File: src/gitc_pkg.sv
// Constants shared by the global interrupt and timer command block.
// Assumes an eight-channel serial controller with byte-wide registers.
package gitc_pkg;

    // ========================================================
    // Sizes
    localparam int NCH    = 8;
    localparam int CODE_W = 3;
    localparam int SRC_W  = NCH * CODE_W;

    // ========================================================
    // Register offsets
    localparam logic [7:0] OFS_PEND   = 8'h80;
    localparam logic [7:0] OFS_SRC_LO = 8'h81;
    localparam logic [7:0] OFS_SRC_MD = 8'h82;
    localparam logic [7:0] OFS_SRC_HI = 8'h83;
    localparam logic [7:0] OFS_TCTL   = 8'h84;

    // ========================================================
    // Reset values
    localparam logic [7:0]       PEND_RESET = 8'h00;
    localparam logic [SRC_W-1:0] SRC_RESET  = 24'h00_0000;
    localparam logic [3:0]       TCTL_RESET = 4'h0;
    localparam logic [7:0]       RD_RESET   = 8'h00;

    // ========================================================
    // Timer control field positions
    localparam int TCTL_CLK = 3;
    localparam int TCTL_FUN = 2;
    localparam int TCTL_RUN = 1;
    localparam int TCTL_IEN = 0;

    // ========================================================
    // Timer commands, low nibble of a write
    localparam logic [3:0] CMD_IRQ_ON  = 4'h1;
    localparam logic [3:0] CMD_IRQ_OFF = 4'h2;
    localparam logic [3:0] CMD_ONESHOT = 4'h3;
    localparam logic [3:0] CMD_RETRIG  = 4'h4;
    localparam logic [3:0] CMD_CLK_INT = 4'h5;
    localparam logic [3:0] CMD_CLK_EXT = 4'h6;
    localparam logic [3:0] CMD_START   = 4'h9;
    localparam logic [3:0] CMD_STOP    = 4'hA;
    localparam logic [3:0] CMD_RESTART = 4'hB;

    // ========================================================
    // Source codes
    localparam logic [2:0] SRC_NONE  = 3'h0;
    localparam logic [2:0] SRC_RX    = 3'h1;
    localparam logic [2:0] SRC_TOUT  = 3'h2;
    localparam logic [2:0] SRC_TX    = 3'h3;
    localparam logic [2:0] SRC_FLOW  = 3'h4;
    localparam logic [2:0] SRC_RSV5  = 3'h5;
    localparam logic [2:0] SRC_RSV6  = 3'h6;
    localparam logic [2:0] SRC_TIMER = 3'h7;

endpackage

File: src/gitc_chan_enc.sv
// Per-channel priority encoder for the packed interrupt source code.
// Assumes its inputs are level interrupt requests of one channel.
`timescale 1ns/1ps
module gitc_chan_enc
    import gitc_pkg::*;
(
    input  wire logic       rx_event,
    input  wire logic       rx_timeout,
    input  wire logic       tx_ready,
    input  wire logic       flow_event,
    input  wire logic       wake,
    input  wire logic       timer_event,
    output logic [2:0]      code,
    output logic            pending
);

    // ========================================================
    // Encoding
    // Lowest priority number wins; wake alone gives code zero
    always_comb begin
        if (rx_event) begin
            code = SRC_RX;                             // [RULE_04] [RULE_13]
        end else if (rx_timeout) begin
            code = SRC_TOUT;                           // [RULE_04]
        end else if (tx_ready) begin
            code = SRC_TX;                             // [RULE_04]
        end else if (flow_event) begin
            code = SRC_FLOW;                           // [RULE_05]
        end else if (timer_event) begin
            code = SRC_TIMER;                          // [RULE_06]
        end else begin
            code = SRC_NONE;                           // [RULE_03]
        end
    end

    // Wake counts as pending even though its code reads zero
    assign pending = rx_event | rx_timeout | tx_ready | flow_event |
                     timer_event | wake;

endmodule // gitc_chan_enc

File: src/gitc_top.sv
// Global interrupt gathering and timer command decode.
// Assumes channel requests and the bus are synchronous to core_clk.
//
// What this block does
// [RULE_01] A read-only byte shows one pending bit per channel 0 to 7.
// [RULE_02] Three read-only bytes pack a 3-bit code per channel, ch0 lowest.
// [RULE_03] A channel with nothing pending or only wake-up reads code 000.
// [RULE_04] Codes 001, 010, 011 mean receive, receive time-out, transmit.
// [RULE_05] Code 100 means modem, flow or special events; 101/110 never.
// [RULE_06] Timer expiry reads as code 111 in channel 0's field only.
// [RULE_07] Timer expiry stays set until the timer control byte is read.
// [RULE_08] Timer control resets to zero; upper nibble reads zero.
// [RULE_09] Commands 1 to 4 switch interrupt enable and one-shot/retrigger.
// [RULE_10] Commands 5 and 6 select internal or external count clock.
// [RULE_11] Reserved commands cause no timer action.
// [RULE_12] Commands 9, A, B start, stop and restart the timer.
// [RULE_13] With several sources pending the lowest number is shown.
`timescale 1ns/1ps
module gitc_top
    import gitc_pkg::*;
(
    input  wire logic           core_clk,
    input  wire logic           reset,
    input  wire logic           ce,
    input  wire logic [7:0]     bus_addr,
    input  wire logic [7:0]     bus_wdata,
    input  wire logic           bus_wr,
    input  wire logic           bus_rd,
    output logic [7:0]          bus_rdata,
    input  wire logic [NCH-1:0] ch_rx_event,
    input  wire logic [NCH-1:0] ch_rx_timeout,
    input  wire logic [NCH-1:0] ch_tx_ready,
    input  wire logic [NCH-1:0] ch_flow_event,
    input  wire logic [NCH-1:0] ch_wake,
    input  wire logic           timer_expire,
    output logic                timer_ext_clk,
    output logic                timer_retrigger,
    output logic                timer_running,
    output logic                timer_irq_enable,
    output logic                timer_restart,
    output logic                timer_irq
);

    // ========================================================
    // State
    logic [7:0]       pend_q;
    logic [SRC_W-1:0] src_q;
    logic [3:0]       tctl_q;
    logic             tflag_q;
    logic             restart_q;
    logic [7:0]       rdata_q;

    logic [NCH-1:0]   pend_d;
    logic [SRC_W-1:0] src_d;
    logic [NCH-1:0]   tmr_vec;
    logic             wr_ctl;
    logic             rd_ctl;
    logic [3:0]       cmd;

    assign wr_ctl = bus_wr && (bus_addr == OFS_TCTL);
    assign rd_ctl = bus_rd && (bus_addr == OFS_TCTL);
    assign cmd    = bus_wdata[3:0];

    // Only channel 0 ever carries the timer source
    assign tmr_vec = {{(NCH-1){1'b0}}, tflag_q & tctl_q[TCTL_IEN]};

    // ========================================================
    // Per-channel encoders
    genvar k;
    generate
        for (k = 0; k < NCH; k++) begin : g_ch
            gitc_chan_enc u_enc (
                .rx_event    (ch_rx_event[k]),
                .rx_timeout  (ch_rx_timeout[k]),
                .tx_ready    (ch_tx_ready[k]),
                .flow_event  (ch_flow_event[k]),
                .wake        (ch_wake[k]),
                .timer_event (tmr_vec[k]),
                .code        (src_d[k*CODE_W +: CODE_W]),
                .pending     (pend_d[k])
            );
        end
    endgenerate

    // ========================================================
    // Status capture, one cycle behind the channel requests
    always_ff @(posedge core_clk) begin
        if (reset) begin
            pend_q <= PEND_RESET;
            src_q  <= SRC_RESET;
        end else if (ce) begin
            pend_q <= pend_d;                                 // [RULE_01]
            src_q  <= src_d;                                  // [RULE_02]
        end
    end

    // ========================================================
    // Timer command decode; unknown codes fall to default
    always_ff @(posedge core_clk) begin
        if (reset) begin
            tctl_q <= TCTL_RESET;                             // [RULE_08]
        end else if (ce && wr_ctl) begin
            case (cmd)
                CMD_IRQ_ON:  tctl_q[TCTL_IEN] <= 1'b1;        // [RULE_09]
                CMD_IRQ_OFF: tctl_q[TCTL_IEN] <= 1'b0;        // [RULE_09]
                CMD_ONESHOT: tctl_q[TCTL_FUN] <= 1'b0;        // [RULE_09]
                CMD_RETRIG:  tctl_q[TCTL_FUN] <= 1'b1;        // [RULE_09]
                CMD_CLK_INT: tctl_q[TCTL_CLK] <= 1'b0;        // [RULE_10]
                CMD_CLK_EXT: tctl_q[TCTL_CLK] <= 1'b1;        // [RULE_10]
                CMD_START:   tctl_q[TCTL_RUN] <= 1'b1;        // [RULE_12]
                CMD_STOP:    tctl_q[TCTL_RUN] <= 1'b0;        // [RULE_12]
                default:     tctl_q <= tctl_q;                // [RULE_11]
            endcase
        end
    end

    // Restart is a one-cycle strobe to the counting datapath
    always_ff @(posedge core_clk) begin
        if (reset) begin
            restart_q <= 1'b0;
        end else if (ce) begin
            restart_q <= wr_ctl && (cmd == CMD_RESTART);      // [RULE_12]
        end
    end

    // ========================================================
    // Expiry flag; a new expiry beats the clearing read
    always_ff @(posedge core_clk) begin
        if (reset) begin
            tflag_q <= 1'b0;
        end else if (ce) begin
            if (timer_expire && tctl_q[TCTL_IEN]) begin
                tflag_q <= 1'b1;                              // [RULE_07]
            end else if (rd_ctl) begin
                tflag_q <= 1'b0;                              // [RULE_07]
            end
        end
    end

    // ========================================================
    // Read port, data valid the cycle after the strobe
    always_ff @(posedge core_clk) begin
        if (reset) begin
            rdata_q <= RD_RESET;
        end else if (ce && bus_rd) begin
            case (bus_addr)
                OFS_PEND:   rdata_q <= pend_q;                // [RULE_01]
                OFS_SRC_LO: rdata_q <= src_q[7:0];            // [RULE_02]
                OFS_SRC_MD: rdata_q <= src_q[15:8];           // [RULE_02]
                OFS_SRC_HI: rdata_q <= src_q[23:16];          // [RULE_02]
                OFS_TCTL:   rdata_q <= {4'h0, tctl_q};        // [RULE_08]
                default:    rdata_q <= RD_RESET;
            endcase
        end
    end

    // ========================================================
    // Outputs, all from flops
    assign bus_rdata        = rdata_q;
    assign timer_ext_clk    = tctl_q[TCTL_CLK];
    assign timer_retrigger  = tctl_q[TCTL_FUN];
    assign timer_running    = tctl_q[TCTL_RUN];
    assign timer_irq_enable = tctl_q[TCTL_IEN];
    assign timer_restart    = restart_q;
    assign timer_irq        = tflag_q;

    // ========================================================
    // Checks
    logic [NCH-1:0] any_src;
    logic           bad_code;
    logic           tmr_off0;
    always_comb begin
        bad_code = 1'b0;
        tmr_off0 = 1'b0;
        for (int i = 0; i < NCH; i++) begin
            any_src[i] = ch_rx_event[i] | ch_rx_timeout[i] |
                         ch_tx_ready[i] | ch_flow_event[i];
            if (src_q[i*CODE_W +: CODE_W] == SRC_RSV5 ||
                src_q[i*CODE_W +: CODE_W] == SRC_RSV6) begin
                bad_code = 1'b1;
            end
            if (i > 0 && src_q[i*CODE_W +: CODE_W] == SRC_TIMER) begin
                tmr_off0 = 1'b1;
            end
        end
    end

    property p_pend;
        @(posedge core_clk) disable iff (reset)
        ce |=> pend_q == $past(pend_d);
    endproperty
    a_pend: assert property (p_pend)                          // [RULE_01]
        else $error("pending byte does not follow channels");

    property p_zero;
        @(posedge core_clk) disable iff (reset)
        ce && !any_src[3] |=> src_q[11:9] == SRC_NONE;
    endproperty
    a_zero: assert property (p_zero)                          // [RULE_03]
        else $error("idle channel code not zero");

    property p_rx_wins;
        @(posedge core_clk) disable iff (reset)
        ce && ch_rx_event[5] |=> src_q[17:15] == SRC_RX;
    endproperty
    a_rx_wins: assert property (p_rx_wins)                    // [RULE_13]
        else $error("receive source not shown first");

    property p_flow;
        @(posedge core_clk) disable iff (reset)
        ce && ch_flow_event[2] && !ch_tx_ready[2] &&
        !ch_rx_timeout[2] && !ch_rx_event[2]
        |=> src_q[8:6] == SRC_FLOW;
    endproperty
    a_flow: assert property (p_flow)                          // [RULE_05]
        else $error("flow event code wrong");

    property p_no_rsv;
        @(posedge core_clk) disable iff (reset)
        !bad_code;
    endproperty
    a_no_rsv: assert property (p_no_rsv)                      // [RULE_05]
        else $error("reserved source code produced");

    property p_tmr_ch0;
        @(posedge core_clk) disable iff (reset)
        !tmr_off0;
    endproperty
    a_tmr_ch0: assert property (p_tmr_ch0)                    // [RULE_06]
        else $error("timer code outside channel 0");

    property p_hold;
        @(posedge core_clk) disable iff (reset)
        tflag_q && !(ce && rd_ctl) |=> tflag_q;
    endproperty
    a_hold: assert property (p_hold)                          // [RULE_07]
        else $error("timer flag dropped without read");

    property p_clear;
        @(posedge core_clk) disable iff (reset)
        ce && rd_ctl && !timer_expire |=> !tflag_q;
    endproperty
    a_clear: assert property (p_clear)                        // [RULE_07]
        else $error("timer flag not cleared by read");

    property p_ien;
        @(posedge core_clk) disable iff (reset)
        ce && wr_ctl && cmd == CMD_IRQ_ON |=> timer_irq_enable [*1];
    endproperty
    a_ien: assert property (p_ien)                            // [RULE_09]
        else $error("enable command ignored");

    property p_rsv_cmd;
        @(posedge core_clk) disable iff (reset)
        ce && wr_ctl && (cmd == 4'h7 || cmd == 4'h8 || cmd >= 4'hC)
        |=> $stable(tctl_q) && !timer_restart;
    endproperty
    a_rsv_cmd: assert property (p_rsv_cmd)                    // [RULE_11]
        else $error("reserved command changed timer");

    property p_start;
        @(posedge core_clk) disable iff (reset)
        ce && wr_ctl && cmd == CMD_START |=> timer_running;
    endproperty
    a_start: assert property (p_start)                        // [RULE_12]
        else $error("start command ignored");

endmodule // gitc_top

File: config.mk
export PLATFORM = sky130hd
export DESIGN_NAME = gitc_top
export DESIGN_NICKNAME = d
export VERILOG_FILES = /design/src/gitc_pkg.sv /design/src/gitc_chan_enc.sv /design/src/gitc_top.sv
export SDC_FILE = /design/constraint.sdc
export NUM_CORES = 1
export LEC_CHECK = 0
export BUFFER_PORTS_ARGS = -buffer_cell sky130_fd_sc_hd__clkbuf_2
export CAP_MARGIN = 0
export CORE_MARGIN = 4
export CORE_UTILIZATION = 45
export DETAILED_ROUTE_END_ITERATION = 7
export HOLD_SLACK_MARGIN = 0.08
export PLACE_DENSITY = 0.72
export SYNTH_ARGS = -nofsm -noshare
export SYNTH_HDL_FRONTEND = slang
export SYNTH_SLANG_ARGS = --single-unit
File: constraint.sdc
create_clock -name core_clk -period 4.4 [get_ports core_clk]
set_clock_uncertainty 0.2 [all_clocks]
set_input_delay 0.44 -clock core_clk [delete_from_list [all_inputs] [get_ports core_clk]]
set_output_delay 0.44 -clock core_clk [all_outputs]
set_load 0.005 [all_outputs]
; After elaboration in Yosys (flattened, before gate mapping)
; Cells that the tools add are included.
[word_totals]
reg_bits = 46
output_inout_bits = 14
[classes]
n_eq_ne = 14
n_mux = 40
n_bitwise = 34
reduce_logical = 16
[ops]
columns = op, n
row1 = 2-to-1 mux 3 bit, 33
row2 = "== test 8 bit, second input constant", 5
row3 = case mux 8 bit (5 select lines), 1
row4 = OR 1 bit, 33
row5 = "== test 4 x 3 -> 1 bit, second input constant", 3
row6 = "== test 4 bit, second input constant", 3
row7 = AND reduction 2 bit, 5
row8 = nonzero test 2 bit, 5
row9 = "== test 4 x 2 -> 1 bit, second input constant", 2
row10 = case mux 1 bit (2 select lines), 4
row11 = logical AND 1 bit, 6
row12 = "== test 4 x 1 -> 1 bit, second input constant", 1
row13 = 2-to-1 mux 1 bit, 2
row14 = AND 1 bit, 1

; Logic depth before layout (Yosys ltp)
[logic_depth]
depth_word = 6
mapped_depth = 5
ltp_nobuf = 4

; By module
; Synthesis repeated with hierarchy kept, for this count alone.
[hier_totals]
hier_cells = 268
area_unflattened_um2 = 2461.1
[by_module_without_submodules]
columns = mod, instances, cells_each, area_each_um2, seq_area_each_um2
row1 = gitc_top, 1, 188, 2010.7, 920.9
row2 = gitc_chan_enc, 8, 10, 56.3, 0.0

; Worst setup path after synthesis
; Ideal clock, no wire load.
[synth_path]
path_kind = input port to flip-flop
start = in bus_addr[5]
end = reg rdata_q[0] (netlist: bus_rdata[0])
arrival_time_ns = 1.595
path_slack_ns = 2.525
path_stages = 4
cell_sequence = or4b_4 -> nor4_4 -> a22oi_1 -> a211oi_2
[synth_between]
elab_chain_len = 2
word_cells_on_any_way = 6
classes_between = eq/ne (5) / mux (1)
[synth_lines]
columns = item, line
row1 = from (decl), gitc_top.sv:25  ; input wire logic [7:0] bus_addr,
row2 = == test 8 bit, gitc_top.sv:146  ; case (bus_addr)
row3 = case mux 8 bit (5 select lines) (*), gitc_top.sv:146
row4 = to (signal assigned), gitc_top.sv:147  ; OFS_PEND: rdata_q <= pend_q;
row5 = to (signal assigned), gitc_top.sv:148  ; OFS_SRC_LO: rdata_q <= src_q[7:0];
row6 = to (signal assigned), gitc_top.sv:149  ; OFS_SRC_MD: rdata_q <= src_q[15:8];
row7 = to (decl), gitc_top.sv:51  ; logic [7:0] rdata_q;
; Every way passes the cells marked *; elsewhere a longest branch is shown, timed or not.
; A chain may end at the register's enable or synchronous reset.

==> flow_summary.json <==
{
  "synth-async-reset-ratio_pct": 0,
  "dieArea_sq_mm": 0.00610,
  "cts_max_path_buffers": 2,
  "slew_headroom_pct": 35.3,
  "synth_top_area_share_pct": 41.7,
  "diodes": 0,
  "initialDrtViolationCount": 148,
  "fin_ws_ns": 2.30,
  "ys_seq_elements": 46,
  "worstPathArrival_ns": 2.04,
  "clk_pin_slew_ns": 0.08,
  "port_buffers": 71,
  "critPathSlowestCell": "clkinv_1",
  "cp_num_buf_inv": 2,
  "vias": 2065,
  "path_max_fanout": 31,
  "cts_buffers": 5,
  "netlist_instances": 259,
  "yosys-top-cells-area": "dfxtp_1, nor2_1, mux4_1, a22oi_1, a21oi_1",
  "multi_input_area_sq_mm": 0.00120,
  "firstDrtPassIters": 4,
  "cts_tree": "done",
  "powerDensity_mw_per_mm2": 309,
  "grt_max_degree": 47,
  "area_delta_synth_final_pct": 21.0,
  "dr_wl_met3_microns": 382,
  "min_period_ns": 2.10,
  "slew_viol_final": 0,
  "overflow": 0,
  "drt-wirelength-per-cell_microns": 13.9,
  "ys_seq_area_share_pct": 41.7,
  "ioPinCount": 76,
  "synth_flop_cell": "dfxtp_1",
  "irDropWorstVdd_mv": 0.199,
  "synth_edf_count": 0,
  "hold_buffers": 0,
  "grt_pass1_vias": 1799,
  "maxCapViolCount": 0,
  "cts_resized": 0,
  "start_util_pct": 46.5,
  "clk_latency_ns": 0.30,
  "die_h_microns": 78.1,
  "cp_cell_sequence": "clkbuf_2 > clkinv_1 > a22oi_1 > nor2_1",
  "rsz0062_at_grt": "no",
  "antenna_found_initial": 0,
  "hold_path_class": "in2reg",
  "post-route-period-util_pct": 47.6,
  "root_buffer": "clkbuf_8",
  "worst_pin_slew_ns": 0.971,
  "fin_nets": 385,
  "wl_microns": 5450,
  "met1Wirelength_microns": 2590,
  "num_rows": 25,
  "end_kind": "register",
  "slowest_delay_ns": 0.66,
  "synthesis.nets": 321,
  "cts.htree.levels": 2,
  "yosys.cell_types.count": 42,
  "highest_layer": "met4",
  "cts_setup_buffers": 0,
  "met2WireLength_microns": 2420,
  "syn_area_sq_mm": 0.00221,
  "fill_cells": 471,
  "area.sequential_sq_um": 921,
  "final_common_cell": "clkbuf_2",
  "drive_gt1_share_pct": 27.5,
  "antenna_left": 0,
  "dp_hpwl_microns": 4040,
  "critPathLaunchType": "input pin",
  "cts.sink_count": 46,
  "path_delay_family": "buffers and inverters",
  "layout_common_cells": "clkbuf_2, nor2_1, dfxtp_1",
  "grt_usage_pct": 17.6,
  "core_sq_mm": 0.00475,
  "globalplace.congestion": 0.787,
  "drc_errors": 0,
  "max_clock_freq_mhz": 477,
  "timing.critical_path.required_ns": 4.35,
  "finalSetupViolations": 0,
  "vias_per_cell": 5.28,
  "die_x_microns": 78.1,
  "post-place-ws_ns": 1.99,
  "tns_ns": 0,
  "grt_pass1_wl_microns": 8600,
  "total_leakage_power_nw": 1.14,
  "status": "finished clean",
  "hold_viol": 0,
  "yosysWarnings": 0,
  "critPathKind": "in2reg",
  "syn_avg_cell_area_sq_um": 8.54,
  "yosysTopAreaCell": "dfxtp_1"
}
[worst reg2reg max path, cell delays in order (launching register included)]
cell      delay [ns]
dfxtp_1         0.46
mux2i_1         0.14
o22ai_1         0.21
a22oi_1         0.13
a211oi_2        0.22
[worst paths after layout]
check	start	cells after the start	slack, ns	endpoint
max	ce	4	2.30	src_q[17]$_SDFFE_PP0P_
min	ch_flow_event[6]	3	0.19	src_q[20]$_SDFFE_PP0P_
max reg2reg	tctl_q[0]$_SDFFE_PP0P_	4	2.96	bus_rdata[0]$_SDFFE_PP0P_
min reg2reg	bus_rdata[4]$_SDFFE_PP0P_	2	0.26	bus_rdata[4]$_SDFFE_PP0P_
[cell families (layout without fill, tap and decap cells)]
family	after synthesis	after routing	synth area share [%]
flops	46	46	41.7
mux	12	12	8.38
simple gates	116	116	25.8
buf+inv	20	85	4.02
compound gates	65	65	20.1
[final cells by class]
type	instances	area share, %
Timing Repair Buffer	71	13.3
Sequential cell	46	34.4
Tap cell	67	3.13
Inverter	6	0.842
Clock inverter	1	0.187
Clock buffer	7	3.23
Multi-Input combinational cell	193	44.9
[layer usage]
metal | vias to the layer above | GRT usage, %
li1 | 1067 | -
met1 | 936 | 24.3
met2 | 56 | 27.2
met3 | 6 | 4.93
met4 | 0 | 4.20
met5 | - | 0
[report_power, final]
| group | switching [mW] | internal (mW) |
|---|---|---|
| clock | 0.138 | 0.127 |
| combinational | 0.0632 | 0.0538 |
| sequential | 0.0102 | 0.435 |
[synthesized netlist by cell type (7+ instances only)]
cell,n
a21oi_1,19
nand3_1,7
a22oi_1,13
nor3_1,10
clkbuf_1,8
nor2_1,61
o22ai_1,11
mux2i_1,8
dfxtp_1,46
a211oi_1,8
nand2b_1,8
nor2b_1,7
nand2_1,9
[state kept, by name, indices dropped and copies added (netlist names)]
signal and count:
bus_rdata 8, pend_q 8, tctl_q 4, timer_restart 1, timer_irq 1, src_q 24
[through the flow]
stage | instance area, sq um | total power [mW] | cells | hold WS (ns) | utilization [%]
5_1_grt | 2680 | 0.867 | 391 | 0.199 | 56.3
3_3_place_gp | 2580 | 0.569 | 383 | 0.246 | 54.3
4_1_cts | 2680 | 0.835 | 391 | 0.183 | 56.3
6_report | 2680 | 0.827 | 391 | 0.191 | 56.3
2_1_floorplan | 2210 | 0.524 | 259 | 0.250 | -
3_5_place_dp | 2580 | 0.572 | 383 | 0.252 | 54.3
No activity file was read; power rests on OpenSTA's default activity.
